## config.mk

```make
export PLATFORM = sky130hd
export DESIGN_NAME = gpsc_regs
export DESIGN_NICKNAME = d
export VERILOG_FILES = /design/src/gpsc_pkg.sv /design/src/gpsc_idle_counter.sv /design/src/gpsc_irq.sv /design/src/gpsc_regs.sv
export SDC_FILE = /design/constraint.sdc
export NUM_CORES = 1
export LEC_CHECK = 0
export BUFFER_PORTS_ARGS = -buffer_cell sky130_fd_sc_hd__buf_2
export CORE_MARGIN = 2
export CORE_UTILIZATION = 35
export CTS_CLUSTER_SIZE = 30
export DETAILED_ROUTE_END_ITERATION = 10
export PLACE_DENSITY = 0.63
export SYNTH_ARGS = -nofsm -noshare
export SYNTH_HDL_FRONTEND = slang
export SYNTH_HIERARCHICAL = 1
export SYNTH_SLANG_ARGS = --single-unit
```

## constraint.sdc

```tcl
create_clock -name clock_i -period 1.5 [get_ports clock_i]
set_clock_uncertainty 0.1 [all_clocks]
set_input_delay 0.375 -clock clock_i [delete_from_list [all_inputs] [get_ports clock_i]]
set_output_delay 0.375 -clock clock_i [all_outputs]
set_load 0.01 [all_outputs]
```

## src/gpsc_pkg.sv

```systemverilog
// Register map, field positions, reset values and types for the PHY status/control bank
package gpsc_pkg;
  // Register offsets (byte addresses)
  localparam logic [7:0] GPSC_ADDR_GSTAT = 8'h14;
  localparam logic [7:0] GPSC_ADDR_XABIL = 8'h1E;
  localparam logic [7:0] GPSC_ADDR_CODCTL = 8'h20;
  localparam logic [7:0] GPSC_ADDR_IRQ_STAT = 8'h40;
  localparam logic [7:0] GPSC_ADDR_IRQ_MASK = 8'h44;
  // Status word fields
  localparam int GPSC_ST_MSFAULT = 15;
  localparam int GPSC_ST_MASTER = 14;
  localparam int GPSC_ST_LRX_OK = 13;
  localparam int GPSC_ST_RRX_OK = 12;
  localparam int GPSC_ST_LP_FD = 11;
  localparam int GPSC_ST_LP_HD = 10;
  localparam logic [15:0] GPSC_GSTAT_RESET = 16'h0000;
  // Extended ability word: no 1000X, 1000T full and half
  localparam logic [15:0] GPSC_XABIL_VALUE = 16'h3000;
  // Coding control fields
  localparam int GPSC_CC_RSV15 = 15;
  localparam int GPSC_CC_NO_XOVER = 14;
  localparam int GPSC_CC_TX_DIS = 13;
  localparam int GPSC_CC_BYP_4B5B = 10;
  localparam int GPSC_CC_BYP_SCR = 9;
  localparam int GPSC_CC_BYP_NRZI = 8;
  localparam int GPSC_CC_BYP_ALIGN = 7;
  localparam int GPSC_CC_SCR_RST = 6;
  localparam int GPSC_CC_RSV2 = 2;
  localparam int GPSC_CC_RSV1 = 1;
  localparam int GPSC_CC_FIFO_HI = 0;
  // Stored (read/write) bits of coding control
  localparam logic [15:0] GPSC_CODCTL_WMASK = 16'hE787;
  localparam logic [15:0] GPSC_CODCTL_RESET = 16'h0000;
  // Interrupt status bits
  localparam int GPSC_IRQ_W = 4;
  localparam int GPSC_IRQ_MSFAULT = 0;
  localparam int GPSC_IRQ_IDLE_ERR = 1;
  localparam int GPSC_IRQ_LRX_CHG = 2;
  localparam int GPSC_IRQ_CNT_SAT = 3;
  localparam logic [GPSC_IRQ_W-1:0] GPSC_IRQ_RESET = 4'h0;
  localparam logic [7:0] GPSC_IDLE_MAX = 8'hFF;
  localparam logic [7:0] GPSC_IDLE_ZERO = 8'h00;

  // Register port request
  typedef struct packed {
    logic [7:0] addr;
    logic [15:0] wdata;
    logic wr;
    logic rd;
  } gpsc_req_s;

  // Link-side status reported by the PHY core
  typedef struct packed {
    logic ms_fault;
    logic is_master;
    logic local_rx_ok;
    logic remote_rx_ok;
    logic lp_1000_fd;
    logic lp_1000_hd;
    logic idle_err;
  } gpsc_link_s;

  // Controls driven into the 100BASE-TX/1000BASE-T datapath
  typedef struct packed {
    logic xover_auto;
    logic tx_disable;
    logic bypass_4b5b;
    logic bypass_scrambler;
    logic bypass_nrzi;
    logic bypass_align;
    logic scrambler_reset;
    logic fifo_high_latency;
  } gpsc_ctl_s;

  // Which register a strobe addresses
  typedef enum logic [5:0] {
    GPSC_SEL_NONE = 6'b000001,
    GPSC_SEL_GSTAT = 6'b000010,
    GPSC_SEL_XABIL = 6'b000100,
    GPSC_SEL_CODCTL = 6'b001000,
    GPSC_SEL_ISTAT = 6'b010000,
    GPSC_SEL_IMASK = 6'b100000
  } gpsc_sel_e;

  // Address decode shared by read and write paths
  function automatic gpsc_sel_e gpsc_decode(input logic [7:0] addr);
    gpsc_sel_e sel;
    sel = GPSC_SEL_NONE;
    if (addr == GPSC_ADDR_GSTAT)
      sel = GPSC_SEL_GSTAT;
    else if (addr == GPSC_ADDR_XABIL)
      sel = GPSC_SEL_XABIL;
    else if (addr == GPSC_ADDR_CODCTL)
      sel = GPSC_SEL_CODCTL;
    else if (addr == GPSC_ADDR_IRQ_STAT)
      sel = GPSC_SEL_ISTAT;
    else if (addr == GPSC_ADDR_IRQ_MASK)
      sel = GPSC_SEL_IMASK;
    return sel;
  endfunction
endpackage

```

## src/gpsc_idle_counter.sv

```systemverilog
// Saturating idle error counter, cleared by a read of the status word
module gpsc_idle_counter
  import gpsc_pkg::*;
(
  // Clock and reset
  input wire logic clock_i,
  input wire logic nrst_i,
  // Events
  input wire logic err_i,
  input wire logic clear_i,
  // Count
  output logic [7:0] count_o,
  output logic sat_o
);
  always_ff @(posedge clock_i or negedge nrst_i)
  begin
    if (!nrst_i)
      count_o <= GPSC_IDLE_ZERO;
    else if (clear_i)
      // An error in the read cycle starts the next count
      count_o <= err_i ? 8'h01 : GPSC_IDLE_ZERO; // [RULE6]
    else if (err_i && count_o != GPSC_IDLE_MAX)
      count_o <= count_o + 8'h01; // [RULE6]
  end

  assign sat_o = err_i && !clear_i && (count_o == GPSC_IDLE_MAX);
endmodule // gpsc_idle_counter

```

## src/gpsc_irq.sv

```systemverilog
// Sticky interrupt status with write-one-to-clear and a mask
module gpsc_irq
  import gpsc_pkg::*;
(
  // Clock and reset
  input wire logic clock_i,
  input wire logic nrst_i,
  // Events and software access
  input wire logic [GPSC_IRQ_W-1:0] event_i,
  input wire logic clr_wr_i,
  input wire logic mask_wr_i,
  input wire logic [GPSC_IRQ_W-1:0] wdata_i,
  // State
  output logic [GPSC_IRQ_W-1:0] status_o,
  output logic [GPSC_IRQ_W-1:0] mask_o,
  output logic irq_o
);
  // Set wins over a clear in the same cycle
  always_ff @(posedge clock_i or negedge nrst_i)
  begin
    if (!nrst_i)
      status_o <= GPSC_IRQ_RESET;
    else
      status_o <= (status_o & ~(clr_wr_i ? wdata_i : GPSC_IRQ_RESET)) | event_i;
  end

  always_ff @(posedge clock_i or negedge nrst_i)
  begin
    if (!nrst_i)
      mask_o <= GPSC_IRQ_RESET;
    else if (mask_wr_i)
      mask_o <= wdata_i;
  end

  assign irq_o = |(status_o & mask_o);
endmodule // gpsc_irq

```

## src/gpsc_regs.sv

```systemverilog
// Gigabit PHY status and coding control register bank
// Functional notes
// [RULE1] Latch master/slave fault until status read
// [RULE2] Bit 14 shows master (1) or slave
// [RULE3] Bit 13 shows local receiver OK
// [RULE4] Bit 12 shows remote receiver OK
// [RULE5] Bits 11/10 show partner full/half ability
// [RULE6] Bits 7:0 count idle errors, read clears
// [RULE7] Software trusts 14/11/10 after autoneg complete
// [RULE8] Ability word: no 1000X, 1000T full/half
// [RULE9] Control bit 14 disables automatic crossover
// [RULE10] Control bit 13 disables transmitter outputs
// [RULE11] Control bit 10 bypasses 4B/5B coder
// [RULE12] Control bit 9 disables scrambler, descrambler
// [RULE13] Control bit 8 bypasses NRZI/MLT3 coding
// [RULE14] Control bit 7 stops 5B symbol alignment
// [RULE15] Control bit 6 resets scrambler, self-clears
// [RULE16] Control bit 0 selects FIFO high latency
// [RULE17] Software writes reserved bits 15,2,1 as 0
// [RULE18] Read clears fault unless still present
//
// The address-and-strobe port was left to the implementer.
module gpsc_regs
  import gpsc_pkg::*;
(
  // Clock and reset
  input wire logic clock_i,
  input wire logic nrst_i,
  // Register port
  input wire logic [7:0] addr_i,
  input wire logic [15:0] wdata_i,
  input wire logic wr_i,
  input wire logic rd_i,
  output logic [15:0] rdata_o,
  // PHY core status
  input wire gpsc_link_s link_i,
  input wire logic an_complete_i,
  // Datapath controls
  output gpsc_ctl_s ctl_o,
  // Interrupt
  output logic irq_o
);
  gpsc_req_s req;
  gpsc_sel_e wsel;
  gpsc_sel_e rsel;
  logic ms_fault_latch;
  logic [15:0] codctl;
  logic scr_rst_pulse;
  logic [7:0] idle_count;
  logic idle_sat;
  logic gstat_read;
  logic lrx_prev;
  logic [GPSC_IRQ_W-1:0] irq_event;
  logic [GPSC_IRQ_W-1:0] irq_status;
  logic [GPSC_IRQ_W-1:0] irq_mask;
  logic [15:0] gstat_word;
  logic [15:0] next_rdata;

  assign req = '{addr: addr_i, wdata: wdata_i, wr: wr_i, rd: rd_i};
  assign wsel = req.wr ? gpsc_decode(req.addr) : GPSC_SEL_NONE;
  assign rsel = req.rd ? gpsc_decode(req.addr) : GPSC_SEL_NONE;
  assign gstat_read = (rsel == GPSC_SEL_GSTAT);

  // Fault latch: a new fault wins over a read clear
  always_ff @(posedge clock_i or negedge nrst_i)
  begin
    if (!nrst_i)
      ms_fault_latch <= 1'b0;
    else if (link_i.ms_fault)
      ms_fault_latch <= 1'b1; // [RULE1] [RULE18]
    else if (gstat_read)
      ms_fault_latch <= 1'b0; // [RULE18]
  end

  gpsc_idle_counter u_idle
  (
    .clock_i(clock_i),
    .nrst_i(nrst_i),
    .err_i(link_i.idle_err),
    .clear_i(gstat_read),
    .count_o(idle_count),
    .sat_o(idle_sat)
  );

  // Status word assembled live; reserved bits 9:8 read as zero
  always_comb
  begin
    gstat_word = GPSC_GSTAT_RESET;
    gstat_word[GPSC_ST_MSFAULT] = ms_fault_latch; // [RULE1]
    gstat_word[GPSC_ST_MASTER] = link_i.is_master; // [RULE2] [RULE7]
    gstat_word[GPSC_ST_LRX_OK] = link_i.local_rx_ok; // [RULE3]
    gstat_word[GPSC_ST_RRX_OK] = link_i.remote_rx_ok; // [RULE4]
    gstat_word[GPSC_ST_LP_FD] = link_i.lp_1000_fd; // [RULE5]
    gstat_word[GPSC_ST_LP_HD] = link_i.lp_1000_hd; // [RULE5]
    gstat_word[7:0] = idle_count; // [RULE6]
  end

  // Coding control: stored bits only; bit 6 never stored
  always_ff @(posedge clock_i or negedge nrst_i)
  begin
    if (!nrst_i)
      codctl <= GPSC_CODCTL_RESET;
    else if (wsel == GPSC_SEL_CODCTL)
      codctl <= req.wdata & GPSC_CODCTL_WMASK; // [RULE17]
  end

  // Scrambler reset: one-cycle pulse, reads back as zero
  always_ff @(posedge clock_i or negedge nrst_i)
  begin
    if (!nrst_i)
      scr_rst_pulse <= 1'b0;
    else
      scr_rst_pulse <= (wsel == GPSC_SEL_CODCTL) && req.wdata[GPSC_CC_SCR_RST]; // [RULE15]
  end

  // Datapath controls from flip-flops
  always_ff @(posedge clock_i or negedge nrst_i)
  begin
    if (!nrst_i)
      ctl_o <= '{xover_auto: 1'b1, default: 1'b0};
    else
    begin
      ctl_o.xover_auto <= !codctl[GPSC_CC_NO_XOVER]; // [RULE9]
      ctl_o.tx_disable <= codctl[GPSC_CC_TX_DIS]; // [RULE10]
      ctl_o.bypass_4b5b <= codctl[GPSC_CC_BYP_4B5B]; // [RULE11]
      ctl_o.bypass_scrambler <= codctl[GPSC_CC_BYP_SCR]; // [RULE12]
      ctl_o.bypass_nrzi <= codctl[GPSC_CC_BYP_NRZI]; // [RULE13]
      ctl_o.bypass_align <= codctl[GPSC_CC_BYP_ALIGN]; // [RULE14]
      ctl_o.scrambler_reset <= scr_rst_pulse; // [RULE15]
      ctl_o.fifo_high_latency <= codctl[GPSC_CC_FIFO_HI]; // [RULE16]
    end
  end

  // Local receiver edge tracking for change interrupt
  always_ff @(posedge clock_i or negedge nrst_i)
  begin
    if (!nrst_i)
      lrx_prev <= 1'b0;
    else
      lrx_prev <= link_i.local_rx_ok;
  end

  always_comb
  begin
    irq_event = GPSC_IRQ_RESET;
    irq_event[GPSC_IRQ_MSFAULT] = link_i.ms_fault && !ms_fault_latch;
    irq_event[GPSC_IRQ_IDLE_ERR] = link_i.idle_err;
    irq_event[GPSC_IRQ_LRX_CHG] = link_i.local_rx_ok ^ lrx_prev;
    irq_event[GPSC_IRQ_CNT_SAT] = idle_sat;
  end

  gpsc_irq u_irq
  (
    .clock_i(clock_i),
    .nrst_i(nrst_i),
    .event_i(irq_event),
    .clr_wr_i(wsel == GPSC_SEL_ISTAT),
    .mask_wr_i(wsel == GPSC_SEL_IMASK),
    .wdata_i(req.wdata[GPSC_IRQ_W-1:0]),
    .status_o(irq_status),
    .mask_o(irq_mask),
    .irq_o(irq_o)
  );

  // Read mux; unmapped addresses read zero
  always_comb
  begin
    next_rdata = 16'h0000;
    case (rsel)
      GPSC_SEL_GSTAT: next_rdata = gstat_word;
      GPSC_SEL_XABIL: next_rdata = GPSC_XABIL_VALUE; // [RULE8]
      GPSC_SEL_CODCTL: next_rdata = codctl;
      GPSC_SEL_ISTAT: next_rdata = {12'h000, irq_status};
      GPSC_SEL_IMASK: next_rdata = {12'h000, irq_mask};
      default: next_rdata = 16'h0000;
    endcase
  end

  always_ff @(posedge clock_i or negedge nrst_i)
  begin
    if (!nrst_i)
      rdata_o <= 16'h0000;
    else
      rdata_o <= next_rdata;
  end

  // Autoneg complete is for software only
  logic unused_an;
  assign unused_an = an_complete_i; // [RULE7]
endmodule // gpsc_regs

```

==> results.md <==
- Most frequent cells in the layout: 55 x buf_2, 52 x dfrtp_1, 31 x buf_4, 14 x mux2_4, 10 x nand2_1
- Fin area: 3120 um2
- Routed vias: between 1500 and 2000
- Register area share after synthesis: 0.587
- DRC violations left: 0
- Max cap viols: 0
- FP Rows: 29
- Hold_ws: approximately 0.13 ns
- Number of global-route vias before repair: around 1800
- Outcome: complete, but fails checks
- WL final: a little over 5000 um
- Slew Limit Fails: 0
- CTS Buffer Depth: 2
- Final setup vio count: 2
- Failing checks: negative setup slack
- Placed Cells: 337
- Crit path time final: approximately 1.6 ns
- DR vias/cell: 4.95
- Worst setup path category: reg -> out
- Initial antenna violation count: 0
- Min-delay worst type: in -> reg
- Final ANT Viol Nets: 0
- Yosys warns: 6
- Initial Utilization: 0.358
- WL/cell: ~15 um
- Non-Filler Instances: between 300 and 400
- Clock Sinks: 53
- Async SR Flop Fraction: 1.00
- CTS tree: done
- Synth top area cells: dfrtp_1 58%, mux2_4 6.0%, mux2i_1 2.2%
- TritonCTS Buffers: 5
- Final net count: between 300 and 400
- CP max stage delay: 0.41 ns
- Clock-pin slew on the worst setup and hold paths: 0.09 ns
- Worst-Margin Slew: between 0.3 and 0.4 ns
- Multi-input logic area: 968 um2
- H-tree depth: 2
- Slew HR: 0.789
- Peak Freq: approximately 630 MHz
- Worst path bufs/invs: 1
- Power, Total: approximately 3.4 mW
- Buffers on Ports: 55
- Lkg Pwr: 1.60 nW
- Maximum VDD drop: about 570 uV
- HPWL reported at the end of detailed placement: ~3700 um
- Chip height: around 84 um
- Final Wtd Congestion: 0.796
- Post-synth top area cell: dfrtp_1
- Post-DP Area: 2910 um2
- Worst endpoint data arrival time: between 1 and 1.5 ns
- Clk Latency, worst-skew pair: roughly 0.31 ns
- RSZ-0062 raised after global routing: true
- Syn avg cell area: 12.9 um2
- P&R area growth vs syn: 37.8%
- ANT cells: 0
- Seq cells post-synth: 53
- Share of layout cells above drive strength 1: 0.489
- Fillers: about 570
- Final core occ: 0.494
- Worst path top cell family by delay: flip-flops
- Die W: between 80 and 90 um
- Tcrit/Tclk final: 1.06
- TritonRoute pass-1 iters: 4
- Crit start category: flip-flop
- Worst path cell trace: a22oi_2 -> nand2_1 -> buf_2
- Total core area: 6310 um2
- Most used DFF post-synth: dfrtp_1
- GRT Resource Usage Total: 0.149
- Yosys top cell area share: 0.575
- Final WS setup: -0.0903 ns
- Crit. End Element: output pin
- I/O Pins: between 60 and 70
- CP required: between 1 and 1.5 ns
- Post-Syn Area: roughly 2300 um2
- Synth Instances: 176
- CP max stage cell: dfrtp_1
- Number of synthesized flops with an enable pin: 0
- Syn Nets: ~210
- Max FO, Critical Path: 3
- Hold Fails Final Rpt: 0
- Pwr dens: 1090 nW/um2
- Commonest non-fill, non-tap cell in the layout: buf_2
- Root Buffer: clkbuf_8
- Die area: 7120 um2
- Pin count of the biggest net entering global routing: between 50 and 60
- Grt total ovfl: 0
- Register area: 1330 um2
- DRT iter0 DRCs: between 90 and 100
- Synth cell types: 45
- First-pass GRT wire length: around 8300 um
## power breakdown
group	switching (mW)	internal [mW]	leakage [nW]	total (mW)
clock	0.472	0.543	0.0574	1.01
sequential	0.0997	1.54	0.697	1.64
combinational	0.356	0.382	0.849	0.738
total	0.928	2.47	1.60	3.39
## what timing repair did
action	4_1_cts	5_1_grt
pin swaps	4	6
endpoints found under the hold margin	52	0
setup endpoints to repair	5	8
gates resized for setup	8	7
buffers inserted	1	0
hold buffers	1	0
## through the flow
step                      setup slack, ns  TNS, ns
after floorplan                    -0.221    -1.95
after global placement             -0.212    -4.60
after detailed placement           -0.193    -4.80
after CTS                          -0.118   -0.118
after global routing               -0.185   -0.303
final                             -0.0903   -0.132
## logic make-up (layout without fill, tap and decap cells)
logic type / count (synthesis) / in the layout / share of synthesized area
adder cells (fa/ha/maj): 1 / 1 / 0.00553
flip-flops: 53 / 53 / 0.587
AO/OA/AOI/OAI: 31 / 31 / 0.103
AND/OR/NAND/NOR: 58 / 58 / 0.158
XOR/XNOR: 1 / 1 / 0.00387
multiplexers: 20 / 20 / 0.112
buffers and inverters: 12 / 106 / 0.0310
## synthesized netlist by cell type (all sizes together) (2+ instances only)
library cell	count
inv	7
dfrtp	52
nor2	6
nor3b	2
a211oi	4
a21o	5
mux2	15
nand2	11
nand2b	2
nand3	4
a22o	4
a21oi	6
and2	8
o221ai	3
nor3	4
a22oi	2
nand4	8
and3	3
buf	3
nor2b	6
mux2i	5
## per-layer routing
layer	part of all wire	track usage
met1	0.45	0.194
met2	0.49	0.246
met3	0.051	0.0383
met4	0.014	0.0476
met5	0	0
## worst register-to-register path: cells and delay by family, from the launching register on
family          cells  cell delay [ns]
compound gates      1             0.23
fa+ha+maj           1             0.21
flops               1             0.41
mux                 1             0.32
simple gates        1             0.17
## final timing paths
kind,from,to,slack [ns],depth (start not counted)
min,link_i[4],lrx_prev$_DFF_PN0_,0.13,1
max reg2reg,u_idle/count_o[0]$_DFFE_PN0P_,u_idle/count_o[5]$_DFFE_PN0P_,-0.04,4
max,u_irq/status_o[2]$_DFF_PN0_,irq_o,-0.09,3
max in group asynchronous,nrst_i,ctl_o[7]$_DFF_PN1_,0.52,3
min reg2reg,scr_rst_pulse$_DFF_PN0_,ctl_o[1]$_DFF_PN0_,0.25,0
min in group asynchronous,nrst_i,scr_rst_pulse$_DFF_PN0_,0.49,3
## area by class of cell
type                       count  share of cell area
multi-input combinational    111               0.311
sequential                    53               0.426
clock buffer                   6              0.0265
timing repair buffer          90               0.183
clock inverter                 2              0.0120
inverter                       8              0.0112
tap                           77              0.0309
## registers in the layout (all words and copies together) (netlist names)
name and cells:
rdata_o 16, codctl 10, lrx_prev 1, scr_rst_pulse 1
ms_fault_latch 1, u_irq/mask_o 4, u_idle/count_o 8, u_irq/status_o 4
ctl_o 8
No activity file was read; power rests on OpenSTA's default activity.
